### config.mk
export PLATFORM = sky130hd
export DESIGN_NAME = pdc_port_driver_control
export DESIGN_NICKNAME = d
export VERILOG_FILES = /design/src/inc/pdc_pkg.sv /design/src/design/pdc_port_driver_control.sv
export SDC_FILE = /design/constraint.sdc
export NUM_CORES = 1
export LEC_CHECK = 0
export BUFFER_PORTS_ARGS = -buffer_cell sky130_fd_sc_hd__buf_2
export CAP_MARGIN = 0
export CORE_MARGIN = 1
export CORE_UTILIZATION = 25
export DETAILED_ROUTE_END_ITERATION = 16
export SLEW_MARGIN = 20
export SYNTH_ARGS = -nofsm -noshare
export SYNTH_HDL_FRONTEND = slang
export SYNTH_SLANG_ARGS = --single-unit
### constraint.sdc
create_clock -name clk_i -period 9.4 [get_ports clk_i]
set_input_delay 1.88 -clock clk_i [delete_from_list [all_inputs] [get_ports clk_i]]
set_output_delay 1.88 -clock clk_i [all_outputs]
set_load 0.02 [all_outputs]
### src/inc/pdc_pkg.sv
// package: constants and types for the port driver control block
package pdc_pkg;
  // ==========================================================
  // widths
  localparam int PDC_W = 8;
  localparam logic [PDC_W-1:0] PDC_ONES = 8'hff;
  localparam logic [PDC_W-1:0] PDC_ZEROS = 8'h00;
  // ==========================================================
  // timing: forced high lasts two machine cycles
  localparam int PDC_FORCE_CYC = 2;
  localparam logic [1:0] PDC_FORCE_LD = 2'h2;
  localparam logic [1:0] PDC_CNT_ZERO = 2'h0;
  localparam logic [1:0] PDC_CNT_ONE = 2'h1;
  // ==========================================================
  // register map (byte addresses)
  localparam logic [7:0] PDC_ADR_LATCH_A = 8'h00; // quasi port latch
  localparam logic [7:0] PDC_ADR_LATCH_Z = 8'h04; // port_zero latch
  localparam logic [7:0] PDC_ADR_LATCH_T = 8'h08; // port_two latch
  localparam logic [7:0] PDC_ADR_CTRL = 8'h0c;    // control bits
  localparam logic [7:0] PDC_ADR_STAT = 8'h10;    // pin levels and bus mode
  // control field positions
  localparam int PDC_C_P5SEL = 0;
  localparam int PDC_C_SSCEN = 1;
  localparam int PDC_C_MASTER = 2;
  localparam int PDC_C_TXEN = 3;
  localparam int PDC_C_W = 4;
  localparam logic [PDC_C_W-1:0] PDC_CTRL_RST = 4'h0;
  localparam logic [1:0] PDC_RESP_OKAY = 2'h0;
  localparam logic [1:0] PDC_RESP_SLVERR = 2'h2;
  // ==========================================================
  // driver state per quasi pin
  typedef enum logic [1:0] {
    PDC_IN_LOW,
    PDC_IN_HIGH,
    PDC_FORCED_HIGH,
    PDC_OUT_LOW
  } pdc_drv_t;
endpackage

### src/design/pdc_port_driver_control.sv
// port driver control: quasi drivers, port_zero/two bus takeover, serial pins
//
// The AXI4-Lite slave port and the register offsets are this design's own decisions.
`timescale 1ns/10ps
module pdc_port_driver_control import pdc_pkg::*; (
  input wire logic clk_i,
  input wire logic rst_i,
  input wire logic [7:0] s_axi_awaddr,
  input wire logic s_axi_awvalid,
  output logic s_axi_awready,
  input wire logic [31:0] s_axi_wdata,
  input wire logic [3:0] s_axi_wstrb,
  input wire logic s_axi_wvalid,
  output logic s_axi_wready,
  output logic [1:0] s_axi_bresp,
  output logic s_axi_bvalid,
  input wire logic s_axi_bready,
  input wire logic [7:0] s_axi_araddr,
  input wire logic s_axi_arvalid,
  output logic s_axi_arready,
  output logic [31:0] s_axi_rdata,
  output logic [1:0] s_axi_rresp,
  output logic s_axi_rvalid,
  input wire logic s_axi_rready,
  input wire logic [PDC_W-1:0] quasi_pin_i,
  input wire logic external_access_pin_n_i,
  input wire logic pc_external_i,
  input wire logic bus_cycle_i,
  input wire logic addr16_i,
  input wire logic [PDC_W-1:0] bus_data_i,
  input wire logic [PDC_W-1:0] bus_addr_hi_i,
  input wire logic slave_select_in_n_i,
  output logic [PDC_W-1:0] weak_pu_o,
  output logic [PDC_W-1:0] medium_pu_o,
  output logic [PDC_W-1:0] strong_pu_o,
  output logic [PDC_W-1:0] pulldown_o,
  output logic [PDC_W-1:0] port_zero_pu_o,
  output logic [PDC_W-1:0] port_zero_pd_o,
  output logic [PDC_W-1:0] port_two_strong_pu_o,
  output logic [PDC_W-1:0] port_two_weak_pu_o,
  output logic [PDC_W-1:0] port_two_pd_o,
  output logic bus_mode_o,
  output logic sclk_pushpull_o,
  output logic sclk_tristate_o,
  output logic tx_pushpull_o,
  output logic tx_tristate_o,
  output logic rx_tristate_o,
  output logic slave_sel_tristate_o,
  output logic port5_bidir_o
);
  // ==========================================================
  // pin synchronisers
  logic [PDC_W-1:0] pin_s1_ff, pin_ff;
  logic acc_s1_ff, acc_ff, ssel_s1_ff, ssel_ff;
  always_ff @(posedge clk_i or posedge rst_i) begin
    if (rst_i) begin
      pin_s1_ff <= PDC_ZEROS;
      pin_ff <= PDC_ZEROS;
      acc_s1_ff <= 1'b1;
      acc_ff <= 1'b1;
      ssel_s1_ff <= 1'b1;
      ssel_ff <= 1'b1;
    end else begin
      pin_s1_ff <= quasi_pin_i;
      pin_ff <= pin_s1_ff;
      acc_s1_ff <= external_access_pin_n_i;
      acc_ff <= acc_s1_ff;
      ssel_s1_ff <= slave_select_in_n_i;
      ssel_ff <= ssel_s1_ff;
    end
  end

  // ==========================================================
  // axi4-lite slave; one write and one read outstanding
  logic aw_hold_ff, w_hold_ff, bvalid_ff, arready_ff, rvalid_ff, awready_ff, wready_ff, wstrb0_ff;
  logic [7:0] awaddr_ff;
  logic [31:0] wdata_ff, rdata_ff;
  logic [1:0] bresp_ff, rresp_ff;
  wire aw_take = s_axi_awvalid && !aw_hold_ff && !bvalid_ff;
  wire w_take = s_axi_wvalid && !w_hold_ff && !bvalid_ff;
  wire wr_go = aw_hold_ff && w_hold_ff && !bvalid_ff;
  wire wr_full = wstrb0_ff;
  wire nxt_aw_hold = !wr_go && (aw_take || aw_hold_ff);
  wire nxt_w_hold = !wr_go && (w_take || w_hold_ff);
  wire nxt_bvalid = wr_go || (bvalid_ff && !s_axi_bready);
  wire hit_a = wr_go && wr_full && (awaddr_ff == PDC_ADR_LATCH_A);
  wire hit_z = wr_go && wr_full && (awaddr_ff == PDC_ADR_LATCH_Z);
  wire hit_t = wr_go && wr_full && (awaddr_ff == PDC_ADR_LATCH_T);
  wire hit_c = wr_go && wr_full && (awaddr_ff == PDC_ADR_CTRL);
  wire wr_map = (awaddr_ff == PDC_ADR_LATCH_A) || (awaddr_ff == PDC_ADR_LATCH_Z) ||
    (awaddr_ff == PDC_ADR_LATCH_T) || (awaddr_ff == PDC_ADR_CTRL) ||
    (awaddr_ff == PDC_ADR_STAT);
  wire [1:0] nxt_bresp = wr_map ? PDC_RESP_OKAY : PDC_RESP_SLVERR;

  always_ff @(posedge clk_i or posedge rst_i) begin
    if (rst_i) begin
      aw_hold_ff <= 1'b0;
      w_hold_ff <= 1'b0;
      awaddr_ff <= 8'h00;
      wdata_ff <= 32'h0000_0000;
      bvalid_ff <= 1'b0;
      bresp_ff <= PDC_RESP_OKAY;
      awready_ff <= 1'b1;
      wready_ff <= 1'b1;
      wstrb0_ff <= 1'b0;
    end else begin
      awready_ff <= !nxt_aw_hold && !nxt_bvalid;
      wready_ff <= !nxt_w_hold && !nxt_bvalid;
      if (aw_take) begin
        aw_hold_ff <= 1'b1;
        awaddr_ff <= s_axi_awaddr;
      end
      if (w_take) begin
        w_hold_ff <= 1'b1;
        wdata_ff <= s_axi_wdata;
        wstrb0_ff <= s_axi_wstrb[0];
      end
      if (wr_go) begin
        aw_hold_ff <= 1'b0;
        w_hold_ff <= 1'b0;
        bvalid_ff <= 1'b1;
        bresp_ff <= nxt_bresp;
      end else if (bvalid_ff && s_axi_bready) begin
        bvalid_ff <= 1'b0;
      end
    end
  end
  assign s_axi_awready = awready_ff;
  assign s_axi_wready = wready_ff;
  assign s_axi_bvalid = bvalid_ff;
  assign s_axi_bresp = bresp_ff;

  // ==========================================================
  // latches and control
  logic [PDC_W-1:0] latch_a_ff, latch_z_ff, latch_t_ff;
  logic [PDC_C_W-1:0] ctrl_ff;
  logic bus_ff;
  wire [PDC_W-1:0] wbyte = wdata_ff[PDC_W-1:0];
  wire nxt_bus = !acc_ff || pc_external_i;
  // bus mode: port_zero latch is refilled with ones, port_two kept
  wire [PDC_W-1:0] nxt_latch_z = bus_ff ? PDC_ONES : (hit_z ? wbyte : latch_z_ff);
  wire [PDC_W-1:0] nxt_latch_t = hit_t ? wbyte : latch_t_ff;

  always_ff @(posedge clk_i or posedge rst_i) begin
    if (rst_i) begin
      latch_a_ff <= PDC_ONES;
      latch_z_ff <= PDC_ONES;
      latch_t_ff <= PDC_ONES;
      ctrl_ff <= PDC_CTRL_RST;
      bus_ff <= 1'b0;
    end else begin
      if (hit_a)
        latch_a_ff <= wbyte;
      latch_z_ff <= nxt_latch_z;
      latch_t_ff <= nxt_latch_t;
      if (hit_c)
        ctrl_ff <= wdata_ff[PDC_C_W-1:0];
      bus_ff <= nxt_bus;
    end
  end

  // ==========================================================
  // read path
  wire [31:0] stat_word = {23'h000000, bus_ff, pin_ff};
  wire [31:0] rd_mux =
    (s_axi_araddr == PDC_ADR_LATCH_A) ? {24'h000000, latch_a_ff} :
    (s_axi_araddr == PDC_ADR_LATCH_Z) ? {24'h000000, latch_z_ff} :
    (s_axi_araddr == PDC_ADR_LATCH_T) ? {24'h000000, latch_t_ff} :
    (s_axi_araddr == PDC_ADR_CTRL) ? {28'h0000000, ctrl_ff} :
    (s_axi_araddr == PDC_ADR_STAT) ? stat_word : 32'h0000_0000;
  wire rd_map = (s_axi_araddr == PDC_ADR_LATCH_A) || (s_axi_araddr == PDC_ADR_LATCH_Z) ||
    (s_axi_araddr == PDC_ADR_LATCH_T) || (s_axi_araddr == PDC_ADR_CTRL) ||
    (s_axi_araddr == PDC_ADR_STAT);
  wire ar_take = s_axi_arvalid && arready_ff;
  always_ff @(posedge clk_i or posedge rst_i) begin
    if (rst_i) begin
      arready_ff <= 1'b1;
      rvalid_ff <= 1'b0;
      rdata_ff <= 32'h0000_0000;
      rresp_ff <= PDC_RESP_OKAY;
    end else if (ar_take) begin
      arready_ff <= 1'b0;
      rvalid_ff <= 1'b1;
      rdata_ff <= rd_mux;
      rresp_ff <= rd_map ? PDC_RESP_OKAY : PDC_RESP_SLVERR;
    end else if (rvalid_ff && s_axi_rready) begin
      arready_ff <= 1'b1;
      rvalid_ff <= 1'b0;
    end
  end
  assign s_axi_arready = arready_ff;
  assign s_axi_rvalid = rvalid_ff;
  assign s_axi_rdata = rdata_ff;
  assign s_axi_rresp = rresp_ff;

  // ==========================================================
  // quasi-bidirectional pin drivers, one per bit
  pdc_drv_t drv_st [PDC_W];
  logic [PDC_W-1:0] prev_ff;
  always_ff @(posedge clk_i or posedge rst_i) begin
    if (rst_i)
      prev_ff <= PDC_ONES;
    else
      prev_ff <= latch_a_ff;
  end
  genvar gi;
  generate
    for (gi = 0; gi < PDC_W; gi++) begin : g_quasi
      logic [1:0] cnt_ff;
      // only a real zero-to-one edge starts the pulse; one over one does not
      wire rise = latch_a_ff[gi] && !prev_ff[gi];
      wire [1:0] nxt_cnt = rise ? PDC_FORCE_LD :
        ((cnt_ff != PDC_CNT_ZERO) ? cnt_ff - PDC_CNT_ONE : PDC_CNT_ZERO);
      always_ff @(posedge clk_i or posedge rst_i) begin
        if (rst_i)
          cnt_ff <= PDC_CNT_ZERO;
        else
          cnt_ff <= nxt_cnt;
      end
      always_comb begin
        if (!latch_a_ff[gi])
          drv_st[gi] = PDC_OUT_LOW;
        else if (nxt_cnt != PDC_CNT_ZERO)
          drv_st[gi] = PDC_FORCED_HIGH;
        else if (pin_ff[gi])
          drv_st[gi] = PDC_IN_HIGH;
        else
          drv_st[gi] = PDC_IN_LOW;
      end
      logic wk_ff, md_ff, st_ff, pd_ff;
      always_ff @(posedge clk_i or posedge rst_i) begin
        if (rst_i) begin
          wk_ff <= 1'b1;
          md_ff <= 1'b0;
          st_ff <= 1'b0;
          pd_ff <= 1'b0;
        end else begin
          case (drv_st[gi])
            PDC_IN_LOW: begin
              wk_ff <= 1'b1;
              md_ff <= 1'b0;
              st_ff <= 1'b0;
              pd_ff <= 1'b0;
            end
            PDC_IN_HIGH: begin
              wk_ff <= 1'b1;
              md_ff <= 1'b1;
              st_ff <= 1'b0;
              pd_ff <= 1'b0;
            end
            PDC_FORCED_HIGH: begin
              wk_ff <= 1'b1;
              md_ff <= 1'b1;
              st_ff <= 1'b1;
              pd_ff <= 1'b0;
            end
            default: begin
              wk_ff <= 1'b0;
              md_ff <= 1'b0;
              st_ff <= 1'b0;
              pd_ff <= 1'b1;
            end
          endcase
        end
      end
      assign weak_pu_o[gi] = wk_ff;
      assign medium_pu_o[gi] = md_ff;
      assign strong_pu_o[gi] = st_ff;
      assign pulldown_o[gi] = pd_ff;
    end
  endgenerate

  // ==========================================================
  // port_zero / port_two drivers
  wire [PDC_W-1:0] two_src = bus_ff ? bus_addr_hi_i : latch_t_ff;
  wire two_strong = bus_ff && bus_cycle_i && addr16_i;
  logic [PDC_W-1:0] p0pu_ff, p0pd_ff, p2s_ff, p2w_ff, p2pd_ff;
  always_ff @(posedge clk_i or posedge rst_i) begin
    if (rst_i) begin
      p0pu_ff <= PDC_ZEROS;
      p0pd_ff <= PDC_ZEROS;
      p2s_ff <= PDC_ZEROS;
      p2w_ff <= PDC_ONES;
      p2pd_ff <= PDC_ZEROS;
    end else begin
      // outside bus cycles port_zero is open drain; a one floats the pin
      p0pu_ff <= (bus_ff && bus_cycle_i) ? bus_data_i : PDC_ZEROS;
      p0pd_ff <= bus_ff ? (bus_cycle_i ? ~bus_data_i : PDC_ZEROS) : ~latch_z_ff;
      p2s_ff <= two_strong ? two_src : PDC_ZEROS;
      p2w_ff <= two_strong ? PDC_ZEROS : two_src;
      p2pd_ff <= ~two_src;
    end
  end
  assign port_zero_pu_o = p0pu_ff;
  assign port_zero_pd_o = p0pd_ff;
  assign port_two_strong_pu_o = p2s_ff;
  assign port_two_weak_pu_o = p2w_ff;
  assign port_two_pd_o = p2pd_ff;
  assign bus_mode_o = bus_ff;

  // ==========================================================
  // serial channel pin control and port five structure
  wire en = ctrl_ff[PDC_C_SSCEN];
  wire mst = ctrl_ff[PDC_C_MASTER];
  wire tx_sel = !ssel_ff && ctrl_ff[PDC_C_TXEN];
  logic scpp_ff, scts_ff, txpp_ff, txts_ff, rxts_ff, slts_ff, p5_ff;
  always_ff @(posedge clk_i or posedge rst_i) begin
    if (rst_i) begin
      scpp_ff <= 1'b0;
      scts_ff <= 1'b0;
      txpp_ff <= 1'b0;
      txts_ff <= 1'b0;
      rxts_ff <= 1'b0;
      slts_ff <= 1'b0;
      p5_ff <= 1'b0;
    end else begin
      scpp_ff <= en && mst;
      scts_ff <= en && !mst;
      txpp_ff <= en;
      txts_ff <= en && !mst && !tx_sel;
      rxts_ff <= en;
      slts_ff <= en && !mst;
      p5_ff <= ctrl_ff[PDC_C_P5SEL];
    end
  end
  assign sclk_pushpull_o = scpp_ff;
  assign sclk_tristate_o = scts_ff;
  assign tx_pushpull_o = txpp_ff;
  assign tx_tristate_o = txts_ff;
  assign rx_tristate_o = rxts_ff;
  assign slave_sel_tristate_o = slts_ff;
  assign port5_bidir_o = p5_ff;
endmodule

==> flow_summary.yaml <==
flow_run:
  drv_cap: 0
timing:
  setup_viol: 0
  finalMaxSlewViolations: 0
  fin_crit_sh: 0.354
  setup_tns_ns: 0
  tightest_slew_ns: 0.918
  max-slew-margin-rel: 0.386
  rsz0062_at_grt: "no"
  finalHoldViolCount: 0
  fin_crit_ns: 3.33
  fmax_mhz: 300
  fin_skew_ns: 0.0134
  hold_ws_ns: 0.348
global_route:
  grt_usage: 0.110
  grt_pass1_vias: 4231
  grt_max_degree: 118
  antenna_found_initial: 5
  grt_overflow_total: 0
  grt_first_pass_wirelength_um: 24100
layout:
  largest_register: "g_quasi.cnt_ff"
  layout-drive-gt1-share: 0.404
  largest_reg_flops: 16
  post-route-util: 0.309
  fillers: 2858
  areaGrowthSynthToFinish_pct: 20.1
  nets: 799
  final_cells: 1088
placement:
  portBuffers: 156
  hpwl_um: 11000
  place.gp.congestion: 0.702
  dp_cells: 1054
cts:
  insertion_delay_ns: 0.43
  clockBufferDepth: 2
  clockRootBuffer: "clkbuf_16"
  cts_tree: "built"
  cts_setup_buffers: 0
  post_cts_resized: 0
  cts.sinks: 185
  cts_buffers: 17
  cts_hold_buffers: 0
  path_clk_slew_ns: 0.07
  htree_num_levels: 4
synthesis:
  yosys_warnings: 0
  synth_flop_cell: "dfrtp_1"
  ys_types: 36
  synth_area_leader_cell: "dfrtp_1"
  synthCells: 570
  netlist_area_mm2: 0.00724
  syn_area_per_cell_um2: 12.7
  yosysTopAreaCellShare: 0.449
  ys_seq_elements: 185
  synth.most_common_cell: "dfrtp_1"
  synth_edf_count: 0
  ys_async_sr_fraction: 1.00
  synth_commonest_cells: "dfrtp_1, buf_4, dfstp_2, nor2_1, nand2_1"
  yosysSeqAreaShare: 0.649
  yosys-top-cells-area: "dfrtp_1, dfstp_2, buf_4, mux2_2, ha_1"
floorplan:
  start_util: 0.257
  die_height_um: 172
  dieArea_mm2: 0.0297
  rows: 61
  core_area_mm2: 0.0282
  die_x_um: 172
  num_io_pins: 209
detailed_routing:
  wl_um: 15500
  drtIter0Drc: 207
  drc: 0
  ant_nets: 0
  routedWlPerCell_um: 14.3
  num_vias: 4317
  routed_via_density: 3.97
  dr.pass1.iters: 4
pwr:
  leakage_nw: 4.44
  vdd_drop_max_v: 0.000106
  power_density_mw_per_mm2: 239
worst_setup_path:
  crit_arrival_ns: 3.66
  startpoint_type: "input port"
  critPathKind: "input port to flip-flop"
  rr_worst_depth: 4
  path_max_fanout: 10
  end_kind: "flip-flop"
  required_ns: 9.73
hold_path:
  hp-class: "flip-flop to flip-flop"
  hold_depth: 0
outcome:
  status: "finished, final reports clean"
logic make-up (layout without fill, tap and decap cells):
kind of cell,after synthesis,in the layout,share of synthesized area
AOI/OAI and AO/OA,61,61,0.0535
adders and majority gates,16,16,0.0276
buffers and inverters,108,222,0.0867
DFF,185,185,0.649
muxes,55,55,0.0824
other,1,27,0.000518
and+or+nand+nor,144,144,0.101
power by group:
part           switching, W  internal [W]  leakage [nW]
clock              0.000315      0.000410         0.288
combinational      0.000188      0.000137          1.93
sequential        0.0000913      0.000937          2.22
cells in the final DEF, fill, tap and decap left out, types with 2 or more instances in the layout:
cell / n
a22oi_1: 4
mux2_2: 37
a21o_1: 9
and3_1: 9
clkbuf_8: 2
nand3b_1: 2
inv_6: 5
nor2b_1: 25
conb_1: 25
clkinv_2: 2
a21oi_1: 8
nor2_1: 42
diode_2: 2
o31ai_1: 8
o21a_1: 2
inv_1: 31
buf_4: 2
nor3_1: 3
mux2i_1: 18
buf_2: 156
nand2_1: 38
o22ai_1: 15
clkinvlp_4: 2
nor3b_1: 8
ha_1: 16
nand2b_1: 5
clkbuf_16: 17
nand3_1: 5
dfstp_2: 55
o21ai_0: 13
bufinv_16: 2
dfrtp_1: 130
worst paths after layout:
kind / from / end / slack (ns)
worst max-delay path: s_axi_araddr[0] / s_axi_rdata[4] / 6.07
worst min-delay path: pin_s1_ff[6] / pin_ff[6] / 0.35
worst max register to register: awaddr_ff[1] / latch_z_ff[7] / 7.20
worst min register to register: pin_s1_ff[6] / pin_ff[6] / 0.35
max in group asynchronous: rst_i / g_quasi[3].md_ff / 6.37
min in group asynchronous: rst_i / g_quasi[7].pd_ff / 1.60
through the flow:
| step | power, W | setup WS, ns | cell area, µm² |
|---|---|---|---|
| after detailed placement | 0.00138 | 5.59 | 8100 |
| after global routing | 0.00220 | 5.90 | 8700 |
| after global placement | 0.00137 | 5.59 | 8100 |
| after CTS | 0.00212 | 6.04 | 8700 |
| after floorplan | 0.00129 | 2.58 | 7330 |
| final | 0.00208 | 6.07 | 8700 |
metal layers:
| layer | global-route usage | part of all wire | vias up |
|---|---|---|---|
| li1 | - | - | 2047 |
| met1 | 0.148 | 0.47 | 2114 |
| met2 | 0.165 | 0.45 | 132 |
| met3 | 0.0375 | 0.071 | 18 |
| met4 | 0.0369 | 0.012 | 6 |
| met5 | 0 | 0.0023 | - |
worst max-delay path, stage by stage:
cell,delay (ns)
buf_2,0.09
or4_1,0.50
nor2_1,0.69
o21ai_0,0.25
o31ai_1,0.24
final cells by class:
type	count	area (µm²)	share of cell area
Inverter	32	128	0.0147
Timing Repair Buffer	158	796	0.0914
Tap cell	378	473	0.0543
Antenna cell	2	5.00	0.000575
Multi-Input combinational cell	301	2010	0.231
Sequential cell	185	4700	0.540
Clock buffer	20	457	0.0525
Clock inverter	12	138	0.0158
Power figures use the tool's default switching activity.
